**src/ligs_pkg.sv**
```systemverilog
`default_nettype none

package ligs_pkg;

  // ------------------------------------------------------------------
  // register map (byte addresses)
  // ------------------------------------------------------------------
  localparam logic [7:0] OFF_MAP    = 8'h00;
  localparam logic [7:0] OFF_FORCE  = 8'h04;
  localparam logic [7:0] OFF_STATUS = 8'h08;
  localparam logic [7:0] OFF_IRQ    = 8'h0C;
  localparam logic [7:0] OFF_MASK   = 8'h10;
  localparam logic [7:0] OFF_SPRCNT = 8'h14;

  // ------------------------------------------------------------------
  // field positions and reset values
  // ------------------------------------------------------------------
  // map register: bit set means the logical input is mapped to a source
  localparam int MAP_ZONE   = 0;
  localparam int MAP_SPRING = 1;
  localparam int MAP_MSR    = 2;
  localparam int MAP_G2     = 3;
  localparam int MAP_G3     = 4;
  localparam int MAP_W      = 5;
  // force register: protocol command actuation of the input contacts
  localparam int FRC_ONE = 0;
  localparam int FRC_TWO = 1;
  // event bits
  localparam int EV_SPRING = 0;
  localparam int EV_GROUP  = 1;
  localparam int EV_W      = 2;

  localparam logic [MAP_W-1:0] MAP_RST = 5'h00;

  // unmapped defaults
  localparam logic ZONE_DEFAULT   = 1'b1;
  localparam logic SPRING_DEFAULT = 1'b0;
  localparam logic MSR_DEFAULT    = 1'b0;

  // ------------------------------------------------------------------
  // timing
  // ------------------------------------------------------------------
  localparam int CLK_HZ       = 50_000_000;
  localparam int GROUP_DLY_PC = 2;   // power cycles

  typedef enum logic [1:0] {
    LIGS_PRIMARY,
    LIGS_ALT_ONE,
    LIGS_ALT_TWO
  } ligs_group_t;

  typedef struct packed {
    logic zone_coord_enable;
    logic multi_shot_reclose_enable;
    logic spring_event;
  } ligs_flags_t;

endpackage

`default_nettype wire

```
**src/ligs_top.sv**
```systemverilog
// Behaviour
// - zone coordination enable at 1 enables the zone sequence scheme.
// - unmapped zone coordination enable reads as logic 1.
// - spring charge contact at 1 logs a spring-charging event.
// - unmapped spring charge contact reads as logic 0.
// - spring charge contact acts only while breaker is open.
// - multi-shot enable at 1 permits multi-shot reclose after external open.
// - unmapped multi-shot reclose enable reads as logic 0.
// - three identical settings groups: primary, alternate one, alternate two.
// - two group-select inputs, mapped to contacts, choose alternate groups.
// - protocol commands may also actuate the programmable input contacts.
// - never more than one settings group active.
// - group two held while its select stays; then group one.
// - two power-cycle delay before new group applies, protection stays on; code waits for two pc_tick pulses, so one to two power cycles.
//
// Added by the designer: the APB register port and the register addresses.
`timescale 1ns/100ps
`default_nettype none

module ligs_top #(
  parameter int PC_DIV = 833_333  // clocks per power cycle (60 Hz)
) (
  input  wire logic        mclk_in,
  input  wire logic        rst_in,
  input  wire logic        prog_input_one_in,
  input  wire logic        prog_input_two_in,
  input  wire logic        zone_coord_enable_in,
  input  wire logic        spring_charge_contact_in,
  input  wire logic        multi_shot_reclose_enable_in,
  input  wire logic        breaker_open_in,
  input  wire logic        external_open_in,
  input  wire logic        psel,
  input  wire logic        penable,
  input  wire logic        pwrite,
  input  wire logic [7:0]  paddr,
  input  wire logic [31:0] pwdata,
  output logic      [31:0] prdata,
  output logic             pready,
  output logic             pslverr,
  output logic             zone_coord_active_out,
  output logic             multi_shot_permit_out,
  output logic             spring_event_out,
  output logic [2:0]       group_onehot_out,
  output logic             irq_out
);

  // dly_q is two bits wide, so the group delay must fit in it
  if (PC_DIV < 2 || ligs_pkg::GROUP_DLY_PC < 1 ||
      ligs_pkg::GROUP_DLY_PC > 4) begin : g_param_chk
    $error("ligs_top parameter out of range");
  end

  // ------------------------------------------------------------------
  // registers
  // ------------------------------------------------------------------
  logic [ligs_pkg::MAP_W-1:0] map_q;
  logic [1:0]                 force_q;
  logic [ligs_pkg::EV_W-1:0]  irq_q;
  logic [ligs_pkg::EV_W-1:0]  mask_q;
  logic [15:0]                sprcnt_q;
  logic                       acc;
  logic                       wr;
  logic                       rd;
  logic [ligs_pkg::EV_W-1:0]  ev;

  assign acc = psel && penable;
  assign wr  = acc && pwrite;
  assign rd  = acc && !pwrite;

  function automatic logic bit_or_default(input logic mapped,
                                          input logic val,
                                          input logic dflt);
    return mapped ? val : dflt;
  endfunction

  // ------------------------------------------------------------------
  // logical inputs
  // ------------------------------------------------------------------
  logic zone_en;
  logic spring_lvl;
  logic msr;
  logic sel_two;
  logic sel_three;
  assign zone_en = bit_or_default(map_q[ligs_pkg::MAP_ZONE],
                                  zone_coord_enable_in,
                                  ligs_pkg::ZONE_DEFAULT);
  assign spring_lvl = bit_or_default(map_q[ligs_pkg::MAP_SPRING],
                                     spring_charge_contact_in,
                                     ligs_pkg::SPRING_DEFAULT);
  assign msr = bit_or_default(map_q[ligs_pkg::MAP_MSR],
                              multi_shot_reclose_enable_in,
                              ligs_pkg::MSR_DEFAULT);
  // contact closure or protocol command drives the input
  assign sel_two   = map_q[ligs_pkg::MAP_G2] &&
                     (prog_input_one_in || force_q[ligs_pkg::FRC_ONE]);
  assign sel_three = map_q[ligs_pkg::MAP_G3] &&
                     (prog_input_two_in || force_q[ligs_pkg::FRC_TWO]);

  always_ff @(posedge mclk_in) begin
    if (rst_in) begin
      zone_coord_active_out <= 1'b0;
      multi_shot_permit_out <= 1'b0;
    end else begin
      zone_coord_active_out <= zone_en;
      multi_shot_permit_out <= msr && external_open_in;
    end
  end

  // ------------------------------------------------------------------
  // spring charge event: rising edge while breaker open
  // ------------------------------------------------------------------
  logic spring_seen_q;
  logic spring_ev;
  assign spring_ev = spring_lvl && !spring_seen_q && breaker_open_in;

  always_ff @(posedge mclk_in) begin
    if (rst_in) begin
      spring_seen_q    <= 1'b0;
      spring_event_out <= 1'b0;
      sprcnt_q         <= 16'h0000;
    end else begin
      spring_seen_q    <= spring_lvl && breaker_open_in;
      spring_event_out <= spring_ev;
      if (spring_ev) begin
        sprcnt_q <= sprcnt_q + 16'h0001;
      end
    end
  end

  // ------------------------------------------------------------------
  // power-cycle timebase
  // ------------------------------------------------------------------
  logic [31:0] div_q;
  logic        pc_tick;
  assign pc_tick = (div_q == 32'(PC_DIV - 1));

  always_ff @(posedge mclk_in) begin
    if (rst_in) begin
      div_q <= 32'h0000_0000;
    end else begin
      div_q <= pc_tick ? 32'h0000_0000 : div_q + 32'h0000_0001;
    end
  end

  // ------------------------------------------------------------------
  // settings group selection
  // ------------------------------------------------------------------
  ligs_pkg::ligs_group_t req;
  ligs_pkg::ligs_group_t active_q;
  ligs_pkg::ligs_group_t pend_q;
  logic [1:0]            dly_q;
  logic                  grp_ev;

  always_comb begin
    // group two keeps priority while it is already active
    if (active_q == ligs_pkg::LIGS_ALT_TWO && sel_three) begin
      req = ligs_pkg::LIGS_ALT_TWO;
    end else if (sel_two) begin
      req = ligs_pkg::LIGS_ALT_ONE;
    end else if (sel_three) begin
      req = ligs_pkg::LIGS_ALT_TWO;
    end else begin
      req = ligs_pkg::LIGS_PRIMARY;
    end
  end

  // old group stays in force during the wait, so protection never lapses
  always_ff @(posedge mclk_in) begin
    if (rst_in) begin
      active_q <= ligs_pkg::LIGS_PRIMARY;
      pend_q   <= ligs_pkg::LIGS_PRIMARY;
      dly_q    <= 2'h0;
      grp_ev   <= 1'b0;
    end else begin
      grp_ev <= 1'b0;
      if (req != pend_q) begin
        pend_q <= req;
        dly_q  <= 2'h0;
      end else if (pend_q != active_q && pc_tick) begin
        if (dly_q == 2'(ligs_pkg::GROUP_DLY_PC - 1)) begin
          active_q <= pend_q;
          grp_ev   <= 1'b1;
          dly_q    <= 2'h0;
        end else begin
          dly_q <= dly_q + 2'h1;
        end
      end
    end
  end

  always_ff @(posedge mclk_in) begin
    if (rst_in) begin
      group_onehot_out <= 3'h1;
    end else begin
      unique case (active_q)
        ligs_pkg::LIGS_PRIMARY: group_onehot_out <= 3'h1;
        ligs_pkg::LIGS_ALT_ONE: group_onehot_out <= 3'h2;
        ligs_pkg::LIGS_ALT_TWO: group_onehot_out <= 3'h4;
        default:                group_onehot_out <= 3'h1;
      endcase
    end
  end

  // ------------------------------------------------------------------
  // interrupts
  // ------------------------------------------------------------------
  assign ev = {grp_ev, spring_ev};

  logic [ligs_pkg::EV_W-1:0] irq_d;

  // set wins over write-one-to-clear
  always_comb begin
    irq_d = irq_q | ev;
    if (wr && paddr == ligs_pkg::OFF_IRQ) begin
      irq_d = (irq_q & ~pwdata[ligs_pkg::EV_W-1:0]) | ev;
    end
  end

  // pin follows the next status, so a clear drops it with the bit
  always_ff @(posedge mclk_in) begin
    if (rst_in) begin
      irq_q   <= '0;
      irq_out <= 1'b0;
    end else begin
      irq_q   <= irq_d;
      irq_out <= |(irq_d & mask_q);
    end
  end

  // ------------------------------------------------------------------
  // apb slave, zero wait states
  // ------------------------------------------------------------------
  logic bad;
  assign bad = !(paddr == ligs_pkg::OFF_MAP || paddr == ligs_pkg::OFF_FORCE ||
                 paddr == ligs_pkg::OFF_STATUS || paddr == ligs_pkg::OFF_IRQ ||
                 paddr == ligs_pkg::OFF_MASK || paddr == ligs_pkg::OFF_SPRCNT);

  always_ff @(posedge mclk_in) begin
    if (rst_in) begin
      map_q   <= ligs_pkg::MAP_RST;
      force_q <= 2'h0;
      mask_q  <= '0;
    end else if (wr) begin
      unique case (paddr)
        ligs_pkg::OFF_MAP:   map_q   <= pwdata[ligs_pkg::MAP_W-1:0];
        ligs_pkg::OFF_FORCE: force_q <= pwdata[1:0];
        ligs_pkg::OFF_MASK:  mask_q  <= pwdata[ligs_pkg::EV_W-1:0];
        default: ;
      endcase
    end
  end

  always_ff @(posedge mclk_in) begin
    if (rst_in) begin
      prdata  <= 32'h0000_0000;
      pready  <= 1'b0;
      pslverr <= 1'b0;
    end else begin
      pready  <= psel && !penable;
      pslverr <= psel && !penable && bad;
      prdata  <= 32'h0000_0000;
      if (psel && !penable && !pwrite) begin
        unique case (paddr)
          ligs_pkg::OFF_MAP:    prdata <= 32'(map_q);
          ligs_pkg::OFF_FORCE:  prdata <= 32'(force_q);
          ligs_pkg::OFF_STATUS: prdata <= {25'h0, group_onehot_out,
                                           sel_three, sel_two, msr, zone_en};
          ligs_pkg::OFF_IRQ:    prdata <= 32'(irq_q);
          ligs_pkg::OFF_MASK:   prdata <= 32'(mask_q);
          ligs_pkg::OFF_SPRCNT: prdata <= 32'(sprcnt_q);
          default:              prdata <= 32'h0000_0000;
        endcase
      end
    end
  end
endmodule // ligs_top

`default_nettype wire

```
**config.mk**
```make
export PLATFORM = sky130hd
export DESIGN_NAME = ligs_top
export DESIGN_NICKNAME = d
export VERILOG_FILES = /design/src/ligs_pkg.sv /design/src/ligs_top.sv
export SDC_FILE = /design/constraint.sdc
export NUM_CORES = 1
export LEC_CHECK = 0
export BUFFER_PORTS_ARGS = -buffer_cell sky130_fd_sc_hd__buf_2
export CAP_MARGIN = 30
export CORE_AREA = 2 2 104 106
export CTS_BUF_LIST = sky130_fd_sc_hd__clkbuf_16
export DETAILED_ROUTE_END_ITERATION = 10
export DIE_AREA = 0 0 106 108
export HOLD_SLACK_MARGIN = 0.02
export PLACE_DENSITY = 0.66
export SKIP_CTS_REPAIR_TIMING = 1
export SYNTH_ARGS = -nofsm -noshare
export SYNTH_HDL_FRONTEND = slang
export SYNTH_SLANG_ARGS = --single-unit
```
**constraint.sdc**
```tcl
create_clock -name mclk_in -period 2.4 [get_ports mclk_in]
set_input_delay 0.48 -clock mclk_in [delete_from_list [all_inputs] [get_ports mclk_in]]
set_output_delay 0.48 -clock mclk_in [all_outputs]
set_load 0.02 [all_outputs]
```
==> reports/metrics.sh, run 1 <==
RUN_STATUS='complete, no violations'
WL_UM=8110
FMAX_MHz=476
LEAKAGEPOWER_nW=1.84
YOSYSMOSTFREQUENTCELL='sky130_fd_sc_hd__dfxtp_1'
WORSTSETUPPATHTYPE='reg2reg'
DRV_CAP=0
VIASPERCELL=5.05
FINALCRITICALPERIOD_NS=2.10
CLK_LATENCY_NS=0.34
CRIT_PATH_TOP_DELAY_CELL='sky130_fd_sc_hd__or4b_2'
PLACE.DETAILED.HPWL_UM=5850
HOLDCRITPATHCLASS='in2reg'
DRTITER0DRC=132
CLOCK_PATH_BUFFERS=2
SYNTH_AREA_UM2=4020
INITIAL_UTIL_PCT=39.3
GRT_FIRST_PASS_WIRELENGTH_UM=13500
SYNTHESIZED_FLOP_AND_LATCH_TOTAL=92
NUMBER_OF_FLOPS_MAPPED_TO_ENABLE_CELLS_BY_YOSYS=0
SYNTH_TOP_AREA_CELL='sky130_fd_sc_hd__dfxtp_1'
REQUIRED_NS=2.61
CTS-ROOT-BUF='sky130_fd_sc_hd__clkbuf_16'
FIRST_GLOBAL_VIAS=2894
GRT_ANTENNA_BEFORE_REPAIR=0
SETUP.WORST_PATH.START_CLASS='register'
TRITONCTS.NUM_BUFFERS=9
TIMING.CRITICAL_PATH.SLOWEST_CELL_DELAY_NS=0.72
VIAS=3171
PWR_DENSITY_CELL_nW_PER_UM2=654
ANTENNADIODECOUNT=0
FINISH.NET_COUNT=544
I_O_PIN_TOTAL=93
PORTBUFFERS=49
CLK_PIN_SLEW_WORST_PATHS_NS=0.07
SYNTH_CELLS=436
CORE_REGION_AREA_UM2=10200
SEQUENTIAL_CELL_AREA_UM2=1840
TIMING.FINAL.SETUP_VIOLATIONS=0
GLOBAL_PLACER_S_FINAL_WEIGHTED_CONGESTION=0.836
POWER_W=0.00304
CLOCK_SKEW_NS=0.0102
GRT_USAGE_PCT=14.6
CTS_TREE='yes'
TIMING.MAX_SLEW.REL_SLACK_PCT=44.5
VDD_IR_DROP_MAX_mV=0.405
WORSTPATHBUFFERINVERTERCOUNT=0
YOSYSWARNINGS=0
DIEWIDTH_UM=106
CTS_NUM_SINKS=92
RSZ0062_AT_GRT='no'
PERIOD_SHARE_PCT=87.5
SYN_TO_FINAL_GROWTH_PCT=15.6
GLOBALROUTEOVERFLOWTOTAL=0
POST_SYNTH_MAIN_AREA_CONTRIBUTORS='sky130_fd_sc_hd__dfxtp_1 (46%), sky130_fd_sc_hd__xor2_1 (6.1%), sky130_fd_sc_hd__nor2_1 (6.1%)'
FLOORPLAN_DIE_HEIGHT_UM=108
DRIVE_GT1_SHARE_PCT=17.7
SYNTH_COMMON_CELLS='sky130_fd_sc_hd__dfxtp_1 (92), sky130_fd_sc_hd__nor2_1 (65), sky130_fd_sc_hd__xor2_1 (28)'
POST_SYNTH_NUM_CELL_TYPES=53
HTREE_LEVELS=3
DRT_PRE_ANTENNA_ITERS=4
FINAL-HOLD-VIOLATION-COUNT=0
CRITPATHTOPFAMILY='simple AND/OR/NAND/NOR gates'
ROUTEDWLPERCELL_UM=12.9
SYNTH-ASYNC-RESET-RATIO_PCT=0
TOTAL_AREA_OF_MULTI_INPUT_COMBINATIONAL_CELLS_UM2=2010
WORST_SETUP_PATH_END_KIND='register'
POST_SYNTH.CELL_AREA_AVG_UM2=9.23
LAYOUT_FILLERS=978
PROPORTION_OF_SYNTHESIZED_CHIP_AREA_IN_SEQUENTIAL_CELLS_PCT=45.8
DIE_AREA_UM2=11400
REPORT.FINAL.SLEW_VIOL_COUNT=0
MOST_COMMON_FLOP_CELL_MAPPED_BY_YOSYS='sky130_fd_sc_hd__dfxtp_1'
ANT_NETS=0
FINALSETUPTNS_NS=0
CRIT_FANOUT=6
GRT_MAX_DEGREE=35
SYNTH.TOP_CELL.AREA_SHARE_PCT=45.8
STD_CELL_ROWS=37
PATH_CELLS='nor4b_1, nand4_1, or4b_2, o21ai_0, a21oi_1'
TIGHTEST_PIN_TRANSITION_NS=0.823
WORSTPATHARRIVAL_NS=2.31
DRC_ERRORS=0
==> tightest hold or removal path, stage by stage <==
cell and delay (ns):
sky130_fd_sc_hd__buf_2 0.09, sky130_fd_sc_hd__nand2_1 0.07, sky130_fd_sc_hd__inv_1 0.05
==> sequential cells by signal, indices dropped and copies added (netlist names) <==
name,flops
force_q,2
multi_shot_permit_out,1
grp_ev,1
irq_q,2
div_q,32
group_onehot_out,3
prdata,16
zone_coord_active_out,1
spring_event_out,1
irq_out,1
pend_q,2
active_q,2
pready,1
spring_seen_q,1
mask_q,2
sprcnt_q,16
pslverr,1
map_q,5
dly_q,2
==> layer usage <==
layer  share of wire, %  global-route usage [%]
met1                 48                    18.1
met4                1.4                    5.64
met5                  0                       0
met2                 46                    24.8
met3                4.4                    3.50
==> final cells by class <==
cell class,count,area share (%)
clock inverter,7,1.64
inverter,12,0.969
tap,136,3.66
timing repair buffer,54,6.08
sequential,92,39.6
multi-input combinational,318,43.2
clock buffer,9,4.84
==> worst paths after layout <==
check                 start           to  slack (ns)  cells after the start
setup / recovery  div_q[11]  active_q[0]        0.30                      5
hold / removal         psel       pready        0.39                      3
setup reg to reg  div_q[11]  active_q[0]        0.30                      5
hold reg to reg    dly_q[1]       grp_ev        0.46                      1
==> kinds of logic after synthesis <==
kind of cell,synth area share [%]
buffers and inverters,5.79
AND/OR/NAND/NOR,28.4
multiplexers,2.12
other,0.0932
flip-flops,45.8
adder cells (fa/ha/maj),1.56
XOR/XNOR,10.2
AO/OA/AOI/OAI,6.07
==> power by group <==
part | switching, W | internal, W
combinational | 0.0000763 | 0.0000335
clock | 0.000654 | 0.000738
sequential | 0.00000519 | 0.00153
==> cells in the final DEF, fill, tap and decap left out, types with 9 or more instances in the layout <==
cell type                    n
sky130_fd_sc_hd__inv_1      12
sky130_fd_sc_hd__and2_1     12
sky130_fd_sc_hd__nor2_1     65
sky130_fd_sc_hd__buf_2      49
sky130_fd_sc_hd__dfxtp_1    92
sky130_fd_sc_hd__clkbuf_16   9
sky130_fd_sc_hd__nand3_1    26
sky130_fd_sc_hd__a21oi_1    12
sky130_fd_sc_hd__xnor2_1    19
sky130_fd_sc_hd__xor2_1     28
sky130_fd_sc_hd__conb_1     16
sky130_fd_sc_hd__nand2_1    22
sky130_fd_sc_hd__nand4_1    18
sky130_fd_sc_hd__and3_1     12
==> through the flow <==
stage	hold WS [ns]	utilization (%)	cell area (um2)	setup WS (ns)	instances
6_report	0.387	45.4	4650	0.299	628
2_1_floorplan	0.413	-	4080	0.335	451
3_3_place_gp	0.436	42.5	4350	0.190	612
4_1_cts	0.375	45.4	4650	0.291	628
5_1_grt	0.404	45.4	4650	0.0774	628
3_5_place_dp	0.451	42.5	4350	0.125	612
(Power assumes the default switching activity.)
==> inputs of run 2 (changes only) <==
--- a/config.mk
+++ b/config.mk
@@ -13,6 +13,7 @@
 export DIE_AREA = 0 0 106 108
 export HOLD_SLACK_MARGIN = 0.02
 export PLACE_DENSITY = 0.66
+export REMOVE_ABC_BUFFERS = 1
 export SKIP_CTS_REPAIR_TIMING = 1
 export SYNTH_ARGS = -nofsm -noshare
 export SYNTH_HDL_FRONTEND = slang
==> run 2 against run 1 <==
Net effect:
- cell count shrank 0.16%
- first-iteration DRC count shrank 18%
- largest cell class unchanged
- via count shrank 0.38%
- total power grew 4.1%
- count of clock-buffer cells in the layout is the same
- fmax shrank 4.5%
- clock power grew 9%
==> reports/metrics.sh, run 2 (synthesis gave the netlist of run 1 again) <==
ENDPOINT='active_q[1]'
PWR_DENSITY_CELL_nW_PER_UM2=678  # +3.7%
CORE_REGION_AREA_UM2=10200  # unchanged
GLOBAL_PLACER_S_FINAL_WEIGHTED_CONGESTION=0.789  # -5.5%
ANT_NETS=0  # unchanged
CRIT_PATH_TOP_DELAY_CELL='sky130_fd_sc_hd__or4b_2'
TOTAL_AREA_OF_MULTI_INPUT_COMBINATIONAL_CELLS_UM2=2010  # unchanged
WORSTPATHARRIVAL_NS=2.41  # +0.10 ns
TIMING.CRITICAL_PATH.SLOWEST_CELL_DELAY_NS=0.73  # about the same
WORSTSETUPPATHTYPE='reg2reg'
SYN_TO_FINAL_GROWTH_PCT=16.0
HOLD-PATH-CELL-COUNT=3  # unchanged
GLOBALROUTEOVERFLOWTOTAL=0  # unchanged
PERIOD_SHARE_PCT=91.6  # +4.1 points
CLOCK_PATH_BUFFERS=2  # unchanged
TIMING.FINAL.SETUP_VIOLATIONS=0  # unchanged
VDD_IR_DROP_MAX_mV=0.368  # -9.2%
LARGESTREGISTERS='div_q x32, prdata x16, sprcnt_q x16'
GRT_FIRST_PASS_WIRELENGTH_UM=13600  # +0.87%
PATH_CELLS='inv_1, ha_1, nor4b_1, nand4_1, or4b_2, o21ai_0, a21oi_1'
LAYOUT_FILLERS=993  # +1.5%
FINISH.CELL_COUNT_WITHOUT_FILLERS=627  # -0.16%
LAYOUT_COMMON_CELLS='sky130_fd_sc_hd__dfxtp_1 (92), sky130_fd_sc_hd__nor2_1 (65), sky130_fd_sc_hd__buf_2 (49)'
CRIT-REG2REG-CAPTURE='active_q[1]'
CTS_TREE='yes'
REGMOSTFLOPS='div_q'
DIEWIDTH_UM=106  # unchanged
CLK_LATENCY_NS=0.34  # about the same
ROUTEDWLPERCELL_UM=13.1  # +1.6%
SEQUENTIAL_CELL_AREA_UM2=1840  # unchanged
STD_CELL_ROWS=37  # unchanged
PLACE.DETAILED.HPWL_UM=5920  # +1.2%
FLOORPLAN_DIE_HEIGHT_UM=108  # unchanged
RUN_STATUS='complete, no violations'
HTREE_LEVELS=3  # unchanged
NUMBER_OF_FLIP_FLOPS_IN_THE_LARGEST_REGISTER=32  # unchanged
CTS_NUM_SINKS=92  # unchanged
PLACE_INST=612  # unchanged
REG2REG_FROM='div_q[0]'
DRV_CAP=0  # unchanged
DRIVE_GT1_SHARE_PCT=17.5  # -0.17 points
CLOCKPOWERSHARE_PCT=47.8  # +2.0 points
DRT_PRE_ANTENNA_ITERS=4  # unchanged
HOLDCRITPATHCLASS='in2reg'
CELL_INTERNAL_PWR_W=0.00248  # +7.8%
WORST_SETUP_PATH_STARTPOINT='div_q[0]'
CRITPATHTOPFAMILY='simple AND/OR/NAND/NOR gates'
ANTENNADIODECOUNT=0  # unchanged
INITIAL_UTIL_PCT=39.3  # unchanged
WORST_R2R_PATH_DEPTH=7  # +2
GRT_ANTENNA_BEFORE_REPAIR=0  # unchanged
VIASPERCELL=5.04  # -0.22%
REG2REG_SLACK_NS=0.20  # -0.10 ns
GRT_MAX_DEGREE=33  # -5.7%
FINALCRITICALPERIOD_NS=2.20  # +0.0983 ns
POWER_FRAC_SEQ_PCT=48.6  # -2.0 points
FIRST_GLOBAL_VIAS=2888  # -0.21%
PRE_CTS_WS_NS=0.156  # +0.0313 ns
CRIT_FANOUT=5  # -1
WORST_SETUP_PATH_END_KIND='register'
CLK_PIN_SLEW_WORST_PATHS_NS=0.07  # about the same
FINALSETUPTNS_NS=0  # unchanged
PORTBUFFERS=49  # unchanged
SETUP.WORST_PATH.START_CLASS='register'
WL_UM=8220  # +1.4%
CLOCK_SKEW_NS=0.00804  # -0.00215 ns
SWITCHING_SHARE_PCT=21.5  # -2.7 points
I_O_PIN_TOTAL=93  # unchanged
FMAX_MHz=455  # -4.5%
REPORT.FINAL.SLEW_VIOL_COUNT=0  # unchanged
WORST_SLACK_NS=0.201  # -0.0983 ns
TRITONCTS.NUM_BUFFERS=9  # unchanged
TIMING.MAX_SLEW.REL_SLACK_PCT=53.1  # +8.6 points
REQUIRED_NS=2.61  # about the same
SHARE_COMB_OF_TOTAL_POWER_PCT=3.5  # about the same
VIAS=3159  # -0.38%
RSZ0062_AT_GRT='no'
LEAKAGEPOWER_nW=1.84  # +0.29%
WORSTPATHBUFFERINVERTERCOUNT=1  # +1
DRTITER0DRC=108  # -18%
TIGHTEST_PIN_TRANSITION_NS=0.695  # -0.128 ns
NETSWITCHINGPOWER_W=0.000681  # -7.5%
LEADING_CELL_TYPE_IN_THE_LAYOUT_FILL_AND_TAPS_EXCLUDED='sky130_fd_sc_hd__dfxtp_1'
CTS-ROOT-BUF='sky130_fd_sc_hd__clkbuf_16'
DIE_AREA_UM2=11400  # unchanged
CRITICAL_PATH_CELL_COUNT=7  # +2
GRT_USAGE_PCT=14.9  # +0.22 points
FINAL-HOLD-VIOLATION-COUNT=0  # unchanged
FINISH.NET_COUNT=544  # unchanged
DRC_ERRORS=0  # unchanged
-- run 2: cell count changes in the layout (fill, tap and decap cells not counted) --
cell,previous run,this run
sky130_fd_sc_hd__inv_6,0,3
sky130_fd_sc_hd__bufinv_16,0,2
sky130_fd_sc_hd__inv_8,3,0
sky130_fd_sc_hd__clkinv_4,3,0
sky130_fd_sc_hd__clkinvlp_4,0,1
sky130_fd_sc_hd__clkinv_8,1,0
-- run 2: area by class of cell --
| cell class | count | share of cell area (%) |
|---|---|---|
| repair buffers | 54 | 6.06 |
| inverters | 12 | 0.965 |
| well taps | 136 | 3.65 |
| clock buffers | 9 | 4.83 |
| clock inverters | 6 | 2.01 |
| flip-flops and latches | 92 | 39.5 |
| multi-input cells | 318 | 43.0 |
-- run 2: how the worst min path moves through the flow --
stage	startpoint	endpoint	slack [ns]
3_3_place_gp	dly_q[1]	grp_ev	0.43
2_1_floorplan	dly_q[1]	grp_ev	0.41
3_5_place_dp	dly_q[1]	grp_ev	0.44
4_1_cts	psel	pready	0.38
6_report	psel	pready	0.38
5_1_grt	pwdata[4]	map_q[4]	0.41
-- run 2: through the flow --
step / area [um2] / utilization, % / power (W) / hold WS (ns)
final: 4670 / 45.6 / 0.00316 / 0.383
after global routing: 4670 / 45.6 / 0.00326 / 0.410
after CTS: 4670 / 45.6 / 0.00319 / 0.378
after detailed placement: 4350 / 42.5 / 0.00168 / 0.444
after global placement: 4350 / 42.5 / 0.00168 / 0.432
after floorplan: 3890 / - / 0.00163 / 0.413
-- run 2: power by group through the flow --
stage | clock, W | combinational, W | sequential (W)
after global placement | 0 | 0.000109 | 0.00157
after detailed placement | 0 | 0.000112 | 0.00157
after global routing | 0.00160 | 0.000124 | 0.00154
after floorplan | 0 | 0.0000534 | 0.00157
final | 0.00151 | 0.000112 | 0.00154
after CTS | 0.00154 | 0.000112 | 0.00154
-- run 2: per-layer routing --
layer	global-route usage (%)	wire [um]	vias to the layer above
met5	0	0	-
met4	6.58	114	0
met3	2.77	286	9
met2	24.6	3910	66
met1	19.0	3910	1497
li1	-	-	1587
-- run 2: tightest hold or removal path: stages --
cell and delay [ns]:
sky130_fd_sc_hd__buf_2 0.09, sky130_fd_sc_hd__nand2_1 0.07, sky130_fd_sc_hd__inv_1 0.05
